### config.mk
export PLATFORM = sky130hd
export DESIGN_NAME = vic_top
export DESIGN_NICKNAME = d
export VERILOG_FILES = /design/src/vic_pkg.sv /design/src/vic_top.sv /design/src/vic_edge.sv
export SDC_FILE = /design/constraint.sdc
export NUM_CORES = 1
export LEC_CHECK = 0
export BUFFER_PORTS_ARGS = -buffer_cell sky130_fd_sc_hd__buf_2
export CAP_MARGIN = 20
export CELL_PAD_IN_SITES_DETAIL_PLACEMENT = 1
export CELL_PAD_IN_SITES_GLOBAL_PLACEMENT = 2
export CORE_UTILIZATION = 31
export CTS_BUF_LIST = sky130_fd_sc_hd__clkbuf_4 sky130_fd_sc_hd__clkbuf_8
export CTS_CLUSTER_DIAMETER = 60
export CTS_CLUSTER_SIZE = 10
export DETAILED_ROUTE_END_ITERATION = 8
export PLACE_DENSITY = 0.88
export RECOVER_POWER = 100
export SLEW_MARGIN = 10
export SYNTH_ARGS = -nofsm -noshare
export SYNTH_HDL_FRONTEND = slang
export SYNTH_SLANG_ARGS = --single-unit
### constraint.sdc
create_clock -name mclk -period 4.8 [get_ports mclk]
set_input_delay 0.48 -clock mclk [delete_from_list [all_inputs] [get_ports mclk]]
set_output_delay 0.48 -clock mclk [all_outputs]
set_load 0.01 [all_outputs]
### src/vic_pkg.sv
package vic_pkg;

   // register byte offsets
   localparam logic [4:0] OFF_REQ = 5'h00;
   localparam logic [4:0] OFF_ENA = 5'h04;
   localparam logic [4:0] OFF_CFG = 5'h08;
   localparam logic [4:0] OFF_VEC = 5'h0C;
   localparam logic [4:0] OFF_STS = 5'h10;
   localparam logic [4:0] OFF_MSK = 5'h14;

   // request and enable bit positions
   localparam int SRC_S2   = 0;
   localparam int SRC_S3   = 1;
   localparam int SRC_EXT  = 2;
   localparam int SRC_TMX  = 3;
   localparam int SRC_KEY  = 4;
   localparam int SRC_TM1  = 5;
   localparam int SRC_TM2  = 6;
   localparam int SRC_SIO2 = 7;
   localparam int SRC_TXP  = 8;
   localparam int SRC_ADC  = 9;
   localparam int NSRC     = 10;

   // configuration bit positions
   localparam int CFG_EXT_RISE = 0;
   localparam int CFG_TXP_RISE = 1;
   localparam int CFG_USB      = 2;
   localparam int CFG_SEL5     = 5;
   localparam int CFG_SEL6     = 6;
   localparam int CFG_SEL7     = 7;

   // event status bit positions
   localparam int STS_ACC = 0;
   localparam int STS_KEY = 1;
   localparam int STS_BRK = 2;
   localparam int NSTS    = 3;

   // reset values
   localparam logic [NSRC-1:0] REQ_RST = 10'h000;
   localparam logic [NSRC-1:0] ENA_RST = 10'h000;
   localparam logic [7:0]      CFG_RST = 8'h00;
   localparam logic [NSTS-1:0] STS_RST = 3'h0;
   localparam logic [NSTS-1:0] MSK_RST = 3'h0;

   // priorities and vectors
   localparam logic [3:0]  PRIO_NONE  = 4'h0;
   localparam logic [3:0]  PRIO_RESET = 4'h1;
   localparam logic [3:0]  PRIO_BRK   = 4'h9;
   localparam logic [15:0] VEC_TOP    = 16'hFFFC;

   typedef struct packed {
      logic uart_rx_done;
      logic uart_tx_done;
      logic usb_in_tok;
      logic usb_out_evt;
      logic timer_x_uf;
      logic timer1_uf;
      logic timer2_uf;
      logic sio2_done;
      logic adc_done;
   } vic_src_s;

   typedef struct packed {
      logic disable_flag;
      logic accept;
      logic break_exec;
   } vic_core_in_s;

   typedef struct packed {
      logic        pending;
      logic [3:0]  prio;
      logic [15:0] vector;
      logic        set_disable;
   } vic_core_out_s;

   // lowest set slot number wins; 0 when none
   function automatic logic [3:0] vic_pick(input logic [9:1] slot);
      logic [3:0] p;
      p = PRIO_NONE;
      for (int i = 9; i >= 1; i--)
      begin
         if (slot[i])
         begin
            p = 4'(i);
         end
      end
      return p;
   endfunction

   // low byte address of the vector pair for a slot
   function automatic logic [15:0] vic_vector(input logic [3:0] prio);
      return VEC_TOP - {11'h000, prio - 4'h1, 1'b0};
   endfunction

endpackage

### src/vic_top.sv
// Contract
// eleven sources: three external, seven internal, break
// accept needs enable, request, clear disable flag
// software clears request bits, never sets them
// enable bits freely readable and writable
// select bits 7,6,5 pick shared sources
// reset and break unmaskable; others gated
// fixed priority, reset first, break last
// fixed vector pair per priority level
// acceptance sets disable flag, clears request
// software disables before changing active edge
// external pin edge polarity software selected
// key request on falling AND of inputs
// only input-configured key pins take part
// slots 2,3 carry UART or USB by mode
// shared slots 5,7,8 arrangement
// timer 1 underflow raises priority 6
// request latched until cleared or accepted
`timescale 1ns/1ps
`default_nettype none
module vic_top
(
   input  wire logic                  mclk,
   input  wire logic                  rst_n,
   input  wire logic                  ce,
   input  wire logic [4:0]            avs_address,
   input  wire logic                  avs_read,
   input  wire logic                  avs_write,
   input  wire logic [31:0]           avs_writedata,
   input  wire logic [3:0]            avs_byteenable,
   output var  logic [31:0]           avs_readdata,
   output var  logic                  avs_waitrequest,
   input  wire vic_pkg::vic_src_s     src,
   input  wire logic                  ext_irq_pin,
   input  wire logic                  timer_x_io_pin,
   input  wire logic [7:0]            key_input_port,
   input  wire logic [7:0]            key_port_dir,
   input  wire vic_pkg::vic_core_in_s core_in,
   output var  vic_pkg::vic_core_out_s core_out,
   output var  logic                  irq
);

   logic [vic_pkg::NSRC-1:0] req;
   logic [vic_pkg::NSRC-1:0] ena;
   logic [7:0]               cfg;
   logic [vic_pkg::NSTS-1:0] sts;
   logic [vic_pkg::NSTS-1:0] msk;
   logic                     reset_pend;
   logic                     brk_pend;
   logic [3:0]               last_prio;
   logic                     ext_pulse;
   logic                     txp_pulse;
   logic                     key_pulse;
   logic                     key_and;
   logic                     wr_go;
   logic                     rd_go;
   logic [15:0]              lane_mask;
   logic [vic_pkg::NSRC-1:0] ev;
   logic [vic_pkg::NSRC-1:0] sw_clr;
   logic [vic_pkg::NSRC-1:0] acc_clr;
   logic [vic_pkg::NSRC-1:0] live;
   logic [9:1]               slot_req;
   logic [3:0]               win;
   logic                     acc_go;
   logic [vic_pkg::NSTS-1:0] sts_ev;
   logic [31:0]              next_readdata;

   // register bus: one wait cycle, then the access completes
   assign wr_go     = ce && avs_write && !avs_waitrequest;
   assign rd_go     = ce && avs_read && !avs_waitrequest;
   assign lane_mask = {{8{avs_byteenable[1]}}, {8{avs_byteenable[0]}}};

   always_ff @(posedge mclk)
   begin
      if (!rst_n)
      begin
         avs_waitrequest <= 1'b1;
      end
      else if (ce)
      begin
         avs_waitrequest <= !((avs_read || avs_write) && avs_waitrequest);
      end
   end

   always_comb
   begin
      next_readdata = 32'h0000_0000;
      unique case (avs_address & 5'h1C)
         vic_pkg::OFF_REQ: next_readdata[vic_pkg::NSRC-1:0] = req;
         vic_pkg::OFF_ENA: next_readdata[vic_pkg::NSRC-1:0] = ena;
         vic_pkg::OFF_CFG: next_readdata[7:0] = cfg;
         vic_pkg::OFF_VEC: next_readdata[7:0] = {core_out.prio, last_prio};
         vic_pkg::OFF_STS: next_readdata[vic_pkg::NSTS-1:0] = sts;
         vic_pkg::OFF_MSK: next_readdata[vic_pkg::NSTS-1:0] = msk;
         default:          next_readdata = 32'h0000_0000;
      endcase
   end

   // data are captured in the wait cycle and stand at the completing edge
   always_ff @(posedge mclk)
   begin
      if (!rst_n)
      begin
         avs_readdata <= 32'h0000_0000;
      end
      else if (ce && avs_read && avs_waitrequest)
      begin
         avs_readdata <= next_readdata;
      end
   end

   // selectable edge on the external pin
   vic_edge u_ext
   (
      .mclk     (mclk),
      .rst_n    (rst_n),
      .ce       (ce),
      .level    (ext_irq_pin),
      .rise_sel (cfg[vic_pkg::CFG_EXT_RISE]),
      .pulse    (ext_pulse)
   );

   vic_edge u_txp
   (
      .mclk     (mclk),
      .rst_n    (rst_n),
      .ce       (ce),
      .level    (timer_x_io_pin),
      .rise_sel (cfg[vic_pkg::CFG_TXP_RISE]),
      .pulse    (txp_pulse)
   );

   // output pins read as high so they never trigger
   // falling edge of the AND of the key inputs
   assign key_and = &(key_input_port | key_port_dir);

   vic_edge u_key
   (
      .mclk     (mclk),
      .rst_n    (rst_n),
      .ce       (ce),
      .level    (key_and),
      .rise_sel (1'b0),
      .pulse    (key_pulse)
   );

   // slot 2 and 3 sources follow the serial mode
   // timer 1 underflow feeds slot 6
   always_comb
   begin
      ev = '0;
      ev[vic_pkg::SRC_S2]   = cfg[vic_pkg::CFG_USB] ? src.usb_in_tok : src.uart_rx_done;
      ev[vic_pkg::SRC_S3]   = cfg[vic_pkg::CFG_USB] ? src.usb_out_evt : src.uart_tx_done;
      ev[vic_pkg::SRC_EXT]  = ext_pulse;
      ev[vic_pkg::SRC_TMX]  = src.timer_x_uf;
      ev[vic_pkg::SRC_KEY]  = key_pulse;
      ev[vic_pkg::SRC_TM1]  = src.timer1_uf;
      ev[vic_pkg::SRC_TM2]  = src.timer2_uf;
      ev[vic_pkg::SRC_SIO2] = src.sio2_done;
      ev[vic_pkg::SRC_TXP]  = txp_pulse;
      ev[vic_pkg::SRC_ADC]  = src.adc_done;
   end

   // shared slots see only the selected source
   // slot 5, 7 and 8 pairings
   always_comb
   begin
      live = req & ena;
      live[vic_pkg::SRC_TMX]  = live[vic_pkg::SRC_TMX] && !cfg[vic_pkg::CFG_SEL5];
      live[vic_pkg::SRC_KEY]  = live[vic_pkg::SRC_KEY] && cfg[vic_pkg::CFG_SEL5];
      live[vic_pkg::SRC_TM2]  = live[vic_pkg::SRC_TM2] && !cfg[vic_pkg::CFG_SEL6];
      live[vic_pkg::SRC_SIO2] = live[vic_pkg::SRC_SIO2] && cfg[vic_pkg::CFG_SEL6];
      live[vic_pkg::SRC_TXP]  = live[vic_pkg::SRC_TXP] && !cfg[vic_pkg::CFG_SEL7];
      live[vic_pkg::SRC_ADC]  = live[vic_pkg::SRC_ADC] && cfg[vic_pkg::CFG_SEL7];
   end

   // reset and break bypass the disable flag
   // maskable slots need enable, request and a clear flag
   // eleven sources folded into nine slots
   always_comb
   begin
      slot_req    = '0;
      slot_req[1] = reset_pend;
      slot_req[2] = live[vic_pkg::SRC_S2] && !core_in.disable_flag;
      slot_req[3] = live[vic_pkg::SRC_S3] && !core_in.disable_flag;
      slot_req[4] = live[vic_pkg::SRC_EXT] && !core_in.disable_flag;
      slot_req[5] = (live[vic_pkg::SRC_TMX] || live[vic_pkg::SRC_KEY]) && !core_in.disable_flag;
      slot_req[6] = live[vic_pkg::SRC_TM1] && !core_in.disable_flag;
      slot_req[7] = (live[vic_pkg::SRC_TM2] || live[vic_pkg::SRC_SIO2]) && !core_in.disable_flag;
      slot_req[8] = (live[vic_pkg::SRC_TXP] || live[vic_pkg::SRC_ADC]) && !core_in.disable_flag;
      slot_req[9] = brk_pend;
   end

   // lowest slot number wins
   assign win    = vic_pkg::vic_pick(slot_req);
   assign acc_go = ce && core_in.accept && core_out.pending;

   // only the selected member of the presented slot is cleared
   always_comb
   begin
      acc_clr = '0;
      if (acc_go)
      begin
         unique case (core_out.prio)
            4'h2:    acc_clr[vic_pkg::SRC_S2]  = 1'b1;
            4'h3:    acc_clr[vic_pkg::SRC_S3]  = 1'b1;
            4'h4:    acc_clr[vic_pkg::SRC_EXT] = 1'b1;
            4'h5:    acc_clr = live & 10'h018;
            4'h6:    acc_clr[vic_pkg::SRC_TM1] = 1'b1;
            4'h7:    acc_clr = live & 10'h0C0;
            4'h8:    acc_clr = live & 10'h300;
            default: acc_clr = '0;
         endcase
      end
   end

   // a written zero clears, a written one keeps
   assign sw_clr = (wr_go && (avs_address & 5'h1C) == vic_pkg::OFF_REQ) ?
                   (~avs_writedata[vic_pkg::NSRC-1:0] & lane_mask[vic_pkg::NSRC-1:0]) : '0;

   // latched until cleared; a new event beats any clear
   always_ff @(posedge mclk)
   begin
      if (!rst_n)
      begin
         req <= vic_pkg::REQ_RST;
      end
      else if (ce)
      begin
         req <= (req & ~sw_clr & ~acc_clr) | ev;
      end
   end

   // enable bits written per byte lane and read back whole
   always_ff @(posedge mclk)
   begin
      if (!rst_n)
      begin
         ena <= vic_pkg::ENA_RST;
         cfg <= vic_pkg::CFG_RST;
         msk <= vic_pkg::MSK_RST;
      end
      else if (wr_go)
      begin
         if ((avs_address & 5'h1C) == vic_pkg::OFF_ENA)
         begin
            ena <= (ena & ~lane_mask[vic_pkg::NSRC-1:0])
                 | (avs_writedata[vic_pkg::NSRC-1:0] & lane_mask[vic_pkg::NSRC-1:0]);
         end
         if ((avs_address & 5'h1C) == vic_pkg::OFF_CFG && avs_byteenable[0])
         begin
            cfg <= avs_writedata[7:0];
         end
         if ((avs_address & 5'h1C) == vic_pkg::OFF_MSK && avs_byteenable[0])
         begin
            msk <= avs_writedata[vic_pkg::NSTS-1:0];
         end
      end
   end

   // reset is served as the first interrupt; break waits for acceptance
   always_ff @(posedge mclk)
   begin
      if (!rst_n)
      begin
         reset_pend <= 1'b1;
         brk_pend   <= 1'b0;
      end
      else if (ce)
      begin
         if (acc_go && core_out.prio == vic_pkg::PRIO_RESET)
         begin
            reset_pend <= 1'b0;
         end
         brk_pend <= core_in.break_exec
                  || (brk_pend && !(acc_go && core_out.prio == vic_pkg::PRIO_BRK));
      end
   end

   // vector follows the winning slot
   // acceptance pulses the disable-flag set
   always_ff @(posedge mclk)
   begin
      if (!rst_n)
      begin
         core_out  <= '0;
         last_prio <= vic_pkg::PRIO_NONE;
      end
      else if (ce)
      begin
         core_out.pending     <= (win != vic_pkg::PRIO_NONE) && !acc_go;
         core_out.prio        <= win;
         core_out.vector      <= vic_pkg::vic_vector(win);
         core_out.set_disable <= acc_go;
         if (acc_go)
         begin
            last_prio <= core_out.prio;
         end
      end
   end

   // sticky events; reading the status clears, a same-cycle event survives
   assign sts_ev = {core_in.break_exec, key_pulse, acc_go};

   always_ff @(posedge mclk)
   begin
      if (!rst_n)
      begin
         sts <= vic_pkg::STS_RST;
         irq <= 1'b0;
      end
      else if (ce)
      begin
         if (rd_go && (avs_address & 5'h1C) == vic_pkg::OFF_STS)
         begin
            sts <= sts_ev;
         end
         else
         begin
            sts <= sts | sts_ev;
         end
         irq <= |(sts & msk);
      end
   end

   property p_no_sw_set;
      @(posedge mclk) disable iff (!rst_n)
      $past(rst_n) |-> (req & ~$past(req) & ~$past(ev)) == '0;
   endproperty
   a_no_sw_set: assert property (p_no_sw_set) else $error("request bit set without event");

   property p_masked;
      @(posedge mclk) disable iff (!rst_n)
      (core_out.pending && core_out.prio > 4'h1 && core_out.prio < 4'h9)
         |-> !$past(core_in.disable_flag);
   endproperty
   a_masked: assert property (p_masked) else $error("maskable slot offered while disabled");

   property p_ena_rw;
      @(posedge mclk) disable iff (!rst_n)
      (wr_go && (avs_address & 5'h1C) == vic_pkg::OFF_ENA && avs_byteenable[1:0] == 2'h3)
         |=> ena == $past(avs_writedata[vic_pkg::NSRC-1:0]);
   endproperty
   a_ena_rw: assert property (p_ena_rw) else $error("enable write lost");

   property p_prio;
      @(posedge mclk) disable iff (!rst_n)
      ce |=> core_out.prio == vic_pkg::vic_pick($past(slot_req));
   endproperty
   a_prio: assert property (p_prio) else $error("wrong priority winner");

   property p_vector;
      @(posedge mclk) disable iff (!rst_n)
      core_out.pending |-> core_out.vector == 16'hFFFE - {11'h000, core_out.prio, 1'b0};
   endproperty
   a_vector: assert property (p_vector) else $error("vector does not match priority");

   property p_accept;
      @(posedge mclk) disable iff (!rst_n)
      acc_go |=> core_out.set_disable && !core_out.pending;
   endproperty
   a_accept: assert property (p_accept) else $error("acceptance not answered");

   property p_key;
      @(posedge mclk) disable iff (!rst_n)
      (ce && $past(ce) && $past(key_and) && !key_and) ##1 ce [*2]
         |=> req[vic_pkg::SRC_KEY];
   endproperty
   a_key: assert property (p_key) else $error("key fall not latched");

   property p_brk;
      @(posedge mclk) disable iff (!rst_n)
      (ce && core_in.break_exec && !reset_pend) ##1 ce |=> core_out.prio != vic_pkg::PRIO_NONE;
   endproperty
   a_brk: assert property (p_brk) else $error("break not offered");

   property p_hold;
      @(posedge mclk) disable iff (!rst_n)
      (req[vic_pkg::SRC_TM1] && sw_clr == '0 && !acc_go) |=> req[vic_pkg::SRC_TM1];
   endproperty
   a_hold: assert property (p_hold) else $error("request dropped on its own");

   c_accept_maskable: cover property (@(posedge mclk) acc_go && core_out.prio == 4'h6);
   c_accept_break: cover property (@(posedge mclk) acc_go && core_out.prio == vic_pkg::PRIO_BRK);
   c_key_wake: cover property (@(posedge mclk) key_pulse ##[1:4] core_out.prio == 4'h5);
   c_irq: cover property (@(posedge mclk) irq);

endmodule
`default_nettype wire

### src/vic_edge.sv
`timescale 1ns/1ps
`default_nettype none
module vic_edge
(
   input  wire logic mclk,
   input  wire logic rst_n,
   input  wire logic ce,
   input  wire logic level,
   input  wire logic rise_sel,
   output var  logic pulse
);

   logic prev;
   logic primed;

   // primed blocks a false edge on the first sample after reset
   always_ff @(posedge mclk)
   begin
      if (!rst_n)
      begin
         prev   <= 1'b0;
         primed <= 1'b0;
         pulse  <= 1'b0;
      end
      else if (ce)
      begin
         prev   <= level;
         primed <= 1'b1;
         pulse  <= primed && (rise_sel ? (level && !prev) : (!level && prev));
      end
   end

endmodule
`default_nettype wire

* Word-level counts from Yosys, hierarchy flattened
Cells that the tools add are included.
Cells by class: add/sub/neg operators 2, eq/ne operators 14, multiplexer cells 25, bitwise gates (word level) 15, reductions and logical operators 64
Operators with widths (count):
- $and A10 B10 Y10 | 6
- $not A10 Y10 | 4
- $logic_and A1 B1 Y1 | 37
- $mux W4 | 9
- $mux W10 | 2
- $or A10 B10 Y10 | 2
- $pmux W5 S4 | 1
- $pmux W3 S6 | 1
- $eq A4 B3 Y1 const B | 4
- $logic_not A1 Y1 | 13
- $reduce_and A2 Y1 | 5
- $eq A4 B2 Y1 const B | 2
- $eq A4 B4 Y1 const B | 2
- $mux W1 | 8
- $or A8 B8 Y8 | 1
- $pmux W4 S2 | 1
- $reduce_and A8 Y1 | 1
- $sub A3 B6 Y7 const A | 1
- $eq A3 B2 Y1 const B | 2
- $eq A3 B3 Y1 const B | 2
- $logic_not A5 Y1 | 1
- $logic_or A1 B1 Y1 | 5
- $eq A4 B1 Y1 const B | 1
- $pmux W2 S2 | 1
- 8 further kinds | 8
Word-level totals: register bits 81, input port bits 76, output and inout bits 56, logic and storage cells 142

* Longest topological paths before layout
Gate-level depths: netlist of run 1.
word-level depth 14, mapped depth 10

* Hierarchy
From an unflattened synthesis of run 1, not the netlist that was laid out.
Unflattened totals: cells, all modules 420, area total of the unflattened synthesis 3902.5 µm²
By module, submodules not included:
- vic_top | instances 1, cells each 384, area an instance 3545.9 µm², sequential area each 1281.2 µm²
- vic_edge | instances 3, cells each 12, area an instance 118.9 µm², sequential area each 60.1 µm²

* Worst setup path before layout of run 1
No wires, ideal clock.
path kind in2reg, start input port core_in[2] (netlist bit), end register core_out[5] (netlist bit), library setup time 0.128 ns, arrival time 1.998 ns, path slack 2.674 ns, cell stages on the path 10, path buffers 1, cell sequence clkbuf_4 nand3b_1 o311ai_1 o32ai_1 nand2_1 inv_2 ha_1 and3_1 o2111ai_1 o211ai_2
On the way: longest elaborated chain between the ends 12
RTL lines:
- start, declared | line vic_top.sv:38 | input wire vic_pkg::vic_core_in_s core_in,
- $logic_not A1 Y1 (*)
- $logic_and A1 B1 Y1 | line vic_top.sv:190 | slot_req[8] = (live[vic_pkg::SRC_TXP] || live[vic_pkg::SRC_ADC]) && !core_in.disable_flag;
- $mux W4 (6 in series) | line vic_pkg.sv:82 | if (slot[i])
- $mux W4 (*) (2 in series) | line vic_pkg.sv:82
- $sub A4 B1 Y4 (*) | line vic_pkg.sv:92 | return VEC_TOP - {11'h000, prio - 4'h1, 1'b0};
- $sub A3 B6 Y7 (*) | line vic_pkg.sv:92
- end, declared | line vic_top.sv:39 | output var vic_pkg::vic_core_out_s core_out,
Mark *: on every way between the ends. The rest lies on a longest branch, timed or not. A chain may end at the register's enable or synchronous reset.

==> results of run 1 <==
[worst max-delay path by stage]
stage / endpoint
6_report: register
3_3_place_gp: avs_readdata[0]$_SDFFE_PN0P_
4_1_cts: core_out[5]$_SDFFE_PN0P_
5_1_grt: register
2_1_floorplan: core_out[5]$_SDFFE_PN0P_
3_5_place_dp: avs_readdata[6]$_SDFFE_PN0P_
[per-layer routing]
layer  up-vias  wire length [µm]
met2        85              5240
met5         -                 0
li1       1563                 -
met4         0               188
met3        11               456
met1      1611              4930
[power by group]
part | internal (mW) | leakage, nW | switching (mW)
clock | 0.293 | 0.102 | 0.245
sequential | 0.595 | 0.569 | 0.0150
combinational | 0.0465 | 1.02 | 0.0779
total | 0.934 | 1.69 | 0.338
[final cells by class]
type | instances | area (µm²) | share of cell area
Multi-Input combinational cell | 308 | 1940 | 0.469
Tap cell | 143 | 179 | 0.0432
Inverter | 7 | 26.3 | 0.00634
Timing Repair Buffer | 83 | 372 | 0.0897
Clock inverter | 7 | 96.3 | 0.0233
Clock buffer | 9 | 124 | 0.0299
Sequential cell | 70 | 1400 | 0.338
[Yosys cell counts, types with 2 or more instances]
master and count:
sky130_fd_sc_hd__a21oi_1 32, sky130_fd_sc_hd__a22oi_1 8, sky130_fd_sc_hd__a31oi_1 5, sky130_fd_sc_hd__and2_1 2, sky130_fd_sc_hd__and3_1 5, sky130_fd_sc_hd__buf_2 5, sky130_fd_sc_hd__buf_4 34, sky130_fd_sc_hd__buf_6 2
sky130_fd_sc_hd__clkbuf_1 11, sky130_fd_sc_hd__dfxtp_1 70, sky130_fd_sc_hd__inv_1 5, sky130_fd_sc_hd__mux2_2 5, sky130_fd_sc_hd__mux2i_1 32, sky130_fd_sc_hd__mux4_2 5, sky130_fd_sc_hd__nand2_1 36, sky130_fd_sc_hd__nand2b_1 10
sky130_fd_sc_hd__nand3_1 11, sky130_fd_sc_hd__nand3b_1 6, sky130_fd_sc_hd__nand4_1 2, sky130_fd_sc_hd__nor2_1 54, sky130_fd_sc_hd__nor2b_1 2, sky130_fd_sc_hd__nor3_1 5, sky130_fd_sc_hd__nor4_1 3, sky130_fd_sc_hd__o211ai_1 4
sky130_fd_sc_hd__o21ai_0 13, sky130_fd_sc_hd__o221ai_1 5, sky130_fd_sc_hd__o22ai_1 6, sky130_fd_sc_hd__o311ai_1 2, sky130_fd_sc_hd__o31ai_1 2, sky130_fd_sc_hd__or2_2 2
[worst max-delay path, stage by stage]
cell                       delay, ps
sky130_fd_sc_hd__clkbuf_1        240
sky130_fd_sc_hd__clkinv_1         90
sky130_fd_sc_hd__clkbuf_1       1930
sky130_fd_sc_hd__nor2_1          170
[logic make-up (layout without fill, tap and decap cells)]
family | Yosys count | count (layout) | share of synthesized area
compound gates | 93 | 93 | 0.169
flops | 70 | 70 | 0.383
mux | 43 | 43 | 0.141
fa+ha+maj | 1 | 1 | 0.00342
simple gates | 147 | 147 | 0.193
xor+xnor | 1 | 1 | 0.00239
other cells | 1 | 23 | 0.00103
buf+inv | 61 | 106 | 0.107
==> impl_metrics.json, run 1 <==
{
  "result_of_the_run": "finished, violations left",
  "violations": "capacitance limit, slew limit",
  "critical_path_class": "in2reg",
  "tns_ps": 0,
  "initialDrtViolationCount": 187,
  "hold_path_class": "in2reg",
  "tritoncts": "built",
  "hold_slack_ps": 365,
  "number_of_synthesized_flops_with_an_enable_pin": 0,
  "fmax_ghz": 0.353,
  "antenna_violations_before_repair": 0,
  "layout.filler_cells": 1387,
  "yosys_register_bits": 70,
  "reg2reg_slack_ps": 2230,
  "total_number_of_vias": 3270,
  "launching_element_type_of_the_critical_path": "primary input",
  "htree_levels": 3,
  "min-delay-start": "src[2]",
  "detail-route-antenna-nets": 0,
  "synth_seq_area_share": 0.383,
  "detail_route.vias_per_cell": 5.22,
  "grt_max_degree": 62,
  "syn_area_per_cell_um2": 8.77,
  "cts.sink_count": 70,
  "synth_largest_area_cell": "sky130_fd_sc_hd__dfxtp_1",
  "finalHoldViolations": 0,
  "dp_hpwl_um": 7850,
  "hold_end": "req[6]$_SDFFE_PN0P_",
  "max-cap-violations": 1,
  "cts_repair_resize_count": 0,
  "final_worst_path_period_share": 0.590,
  "synth.cell_area_um2": 3660,
  "place_inst": 611,
  "layout.core_utilization": 0.361,
  "fp.dieH_um": 111,
  "synth.yosys.warnings": 0,
  "insertion_delay_ps": 360,
  "tritoncts.num_buffers": 9,
  "report.final.slew_viol_count": 62,
  "ys_types": 63,
  "synth_top_cell_area_share": 0.383,
  "finalWirelength_um": 10800,
  "first_global_vias": 3428,
  "drcViolationCount": 0,
  "grt_pass1_wl_um": 17600,
  "cp.arrival_ps": 2970,
  "die_extent_in_x_um": 111,
  "num_rows": 39,
  "setup.worst_path.start": "rst_n",
  "placed_cell_area_um2": 3970,
  "io_buffers": 82,
  "hold_buffers": 0,
  "syn_inst": 417,
  "cellLeakagePower_nw": 1.69,
  "fraction_of_layout_cells_with_a_size_suffix_above_1": 0.174,
  "grt_remaining_overflow": 0,
  "cts.path.max_buffers": 2,
  "ys_top_cells_by_area": "sky130_fd_sc_hd__dfxtp_1 38%, sky130_fd_sc_hd__mux2i_1 8.8%, sky130_fd_sc_hd__buf_4 7.0%",
  "finalWorstSetupSlack_ps": 1970,
  "insertedDiodeCount": 0,
  "timing.hold.worst_path_depth": 3,
  "wire_per_inst_um": 17.3,
  "buffer_count_from_post_cts_setup_fixing": 0,
  "groute.layer.met1.usage": 0.227,
  "rr_worst_depth": 9,
  "timing.final.crit_period_ps": 2830,
  "layout_cells_excl_fill": 627,
  "start_util": 0.319,
  "timing.critical_path.fanout_max": 61,
  "flow.area_growth_from_synthesis_pct": 13.2,
  "endpoint_kind": "register",
  "grt.busiest_layer": "met2",
  "met2_track_utilization_from_global_routing": 0.303,
  "dominantRegCellSynth": "sky130_fd_sc_hd__dfxtp_1",
  "timing_worst_slew_pin_value_ps": 2750,
  "cp_data_required_time_ps": 4940,
  "skew_ps": 16.5,
  "layout_commonest_cell": "sky130_fd_sc_hd__dfxtp_1",
  "preCtsSetupSlack_ps": 2120,
  "total_power_mw": 1.27,
  "final_area_um2": 4140,
  "first_pass_iters": 6,
  "max_slew_margin": -0.833,
  "grt.total_usage": 0.180,
  "cts_root_buf": "sky130_fd_sc_hd__clkbuf_8",
  "most_frequent_cells_in_the_layout": "70 x sky130_fd_sc_hd__dfxtp_1, 54 x sky130_fd_sc_hd__nor2_1, 48 x sky130_fd_sc_hd__buf_2, 36 x sky130_fd_sc_hd__nand2_1, 35 x sky130_fd_sc_hd__clkbuf_1",
  "finalNetCount": 556,
  "gpl.final_weighted_congestion": 0.818,
  "fp.dieArea_um2": 12200,
  "worstReg2RegStart": "cfg[5]$_SDFFE_PN0P_",
  "synth-async-reset-ratio": 0,
  "clk_transition_reported_paths_ps": 90,
  "vdd_ir_drop_max_mv": 0.128,
  "worst_r2r_endpoint": "core_out[5]$_SDFFE_PN0P_",
  "rsz_0062_raised_after_global_routing": "false",
  "cellPowerDensity_nw_per_um2": 307,
  "core_um2": 11500,
  "grt.met3_usage": 0.0379,
  "io_pins": 132,
  "setup-violations-final": 0
}
Note: power is estimated with default switching activity, not from simulation.
==> run 2: changes to the inputs <==
- ABC_AREA: not set -> 1
- CORE_UTILIZATION: 31 -> 25
- PLACE_DENSITY: 0.88 -> 0.81
- clock period: 4.8 -> 2.53 ns (I/O delays scaled with it)
==> impl_metrics.json, run 2 <==
{
  "result_of_the_run": "finished, violations left",
  "violations": "capacitance limit, slew limit",
  "hold_buffers": 0,
  "timing.final.crit_period_ps": 2190,
  "worstReg2RegStart": "avs_waitrequest$_SDFFE_PN1P_",
  "grt_pass1_wl_um": 18800,
  "io_pins": 132,
  "tritoncts": "built",
  "tns_ps": 0,
  "synth_seq_area_share": 0.388,
  "ys_top_cells_by_area": "sky130_fd_sc_hd__dfxtp_1 39%, sky130_fd_sc_hd__nand2_1 9.0%, sky130_fd_sc_hd__o21ai_0 7.1%",
  "place_inst": 738,
  "detail-route-antenna-nets": 0,
  "gpl.final_weighted_congestion": 0.835,
  "synth_largest_area_cell": "sky130_fd_sc_hd__dfxtp_1",
  "buffer_count_from_post_cts_setup_fixing": 0,
  "layout_cells_excl_fill": 754,
  "yosys.cell_count.top_type": "sky130_fd_sc_hd__nand2_1",
  "fmax_ghz": 0.457,
  "die_extent_in_x_um": 122,
  "initialDrtViolationCount": 148,
  "fp.dieArea_um2": 14900,
  "hold_end": "req[6]$_SDFFE_PN0P_",
  "rr_worst_depth": 8,
  "syn_inst": 495,
  "antenna_violations_before_repair": 0,
  "finalHoldViolations": 0,
  "drcViolationCount": 0,
  "grt_remaining_overflow": 0,
  "cp_slowest_stage_delay_ps": 410,
  "syn_area_per_cell_um2": 7.30,
  "finalWirelength_um": 12000,
  "hold_path_class": "in2reg",
  "setup-violations-final": 0,
  "htree_levels": 3,
  "grt.total_usage": 0.165,
  "tritoncts.num_buffers": 9,
  "cts.sink_count": 70,
  "report.final.slew_viol_count": 40,
  "first_pass_iters": 4,
  "synth.yosys.warnings": 0,
  "critical_path.slowest_cell": "sky130_fd_sc_hd__nor2_1",
  "ys_types": 42,
  "launching_element_type_of_the_critical_path": "register",
  "total_number_of_vias": 3541,
  "cellPowerDensity_nw_per_um2": 551,
  "max-cap-violations": 1,
  "worst_r2r_endpoint": "cfg[5]$_SDFFE_PN0P_",
  "cp_data_required_time_ps": 2760,
  "grt_max_degree": 40,
  "critical_path_class": "reg2reg",
  "synth_top_cell_area_share": 0.388,
  "dominantRegCellSynth": "sky130_fd_sc_hd__dfxtp_1",
  "number_of_synthesized_flops_with_an_enable_pin": 0,
  "timing.hold.worst_path_depth": 3,
  "final_area_um2": 4150,
  "layout_commonest_cell": "sky130_fd_sc_hd__nand2_1",
  "cts.path.max_buffers": 2,
  "fraction_of_layout_cells_with_a_size_suffix_above_1": 0.159,
  "first_global_vias": 3610,
  "reg2reg_slack_ps": 340,
  "total_power_mw": 2.29,
  "synth-async-reset-ratio": 0,
  "insertion_delay_ps": 360,
  "min-delay-start": "src[2]",
  "rsz_0062_raised_after_global_routing": "false",
  "clk_transition_reported_paths_ps": 90,
  "hold_slack_ps": 152,
  "io_buffers": 82,
  "start_util": 0.258,
  "most_frequent_cells_in_the_layout": "89 x sky130_fd_sc_hd__nand2_1, 70 x sky130_fd_sc_hd__dfxtp_1, 51 x sky130_fd_sc_hd__o21ai_0, 50 x sky130_fd_sc_hd__nor2_1, 50 x sky130_fd_sc_hd__a21oi_1",
  "cts_root_buf": "sky130_fd_sc_hd__clkbuf_8",
  "cellLeakagePower_nw": 1.68,
  "synth.cell_area_um2": 3620,
  "timing_worst_slew_pin_value_ps": 1650,
  "timing.critical_path.fanout_max": 11,
  "fp.dieH_um": 122,
  "cp.arrival_ps": 2420,
  "endpoint_kind": "register",
  "dp_hpwl_um": 9190,
  "skew_ps": 13.5,
  "vdd_ir_drop_max_mv": 0.255,
  "max_slew_margin": -0.0997,
  "placed_cell_area_um2": 4070,
  "insertedDiodeCount": 0,
  "synth.cells.most_frequent": "87 x sky130_fd_sc_hd__nand2_1, 70 x sky130_fd_sc_hd__dfxtp_1, 51 x sky130_fd_sc_hd__o21ai_0, 50 x sky130_fd_sc_hd__a21oi_1, 47 x sky130_fd_sc_hd__nor2_1",
  "num_rows": 43,
  "crit_chain": "inv_1, nand2_1, nor2_1, nand2_1, nor2_1, inv_1, o21ai_0, a21oi_1",
  "finalNetCount": 646,
  "wire_per_inst_um": 15.9,
  "flow.area_growth_from_synthesis_pct": 14.7,
  "final_worst_path_period_share": 0.864,
  "core_um2": 14000,
  "cts_repair_resize_count": 0,
  "yosys_register_bits": 70,
  "detail_route.vias_per_cell": 4.70
}
run 2: cell types whose count changed in the layout (fill, tap and decap cells not counted), sizes merged, moves of 7 or more:
cell | before | now
inv | 7 | 52
nand2b | 10 | 0
a21oi | 32 | 51
nand2 | 36 | 95
nand3 | 11 | 23
mux2i | 32 | 0
a22oi | 8 | 1
o21ai | 13 | 52
run 2: area by class of cell:
cell class              count  area, µm²
fillers                  1794       9840
multi-input cells         347       1740
flip-flops and latches     70       1400
repair buffers             89        404
well taps                 180        225
inverters                  52        195
clock buffers              11        145
clock inverters             5       35.0
run 2: worst max-delay path: cells and delay by family (launching register included):
family                 cells  cell delay, ps
AO/OA/AOI/OAI              2             310
buffers and inverters      2             410
flip-flops                 1             340
AND/OR/NAND/NOR            4             980
run 2: cells by family (layout without fill, tap and decap cells):
kind of cell	after synthesis	count (layout)	share of synthesized area
buf+inv	100	157	0.143
compound gates	135	135	0.217
fa+ha+maj	1	1	0.00346
other cells	1	23	0.00104
flops	70	70	0.388
simple gates	188	188	0.248
run 2: how the worst max path moves through the flow:
stage | start | endpoint | depth (start not counted)
floorplan | req[7]$_SDFFE_PN0P_ | core_out[5]$_SDFFE_PN0P_ | 18
global placement | core_in[2] | core_out[5]$_SDFFE_PN0P_ | 19
detailed placement | core_in[2] | core_out[5]$_SDFFE_PN0P_ | 19
CTS | register | core_out[5]$_SDFFE_PN0P_ | 18
global route | register | core_out[5]$_SDFFE_PN0P_ | 18
finish | avs_waitrequest$_SDFFE_PN1P_ | cfg[5]$_SDFFE_PN0P_ | 8
run 2: per-layer routing:
metal  part of all wire  GRT usage
met1               0.43      0.204
met2               0.50      0.289
met3              0.049     0.0288
met4              0.013     0.0534
met5                  0          0
run 2: through the flow:
stage / util / setup WS [ps]
global placement: 0.291 / 452
finish: 0.297 / 343
floorplan: - / 698
global route: 0.297 / 163
CTS: 0.303 / 451
detailed placement: 0.291 / 419
run 2: power by group:
part,switching (mW),internal (mW)
Clock,0.459,0.394
Combinational,0.176,0.0860
Sequential,0.0329,1.14
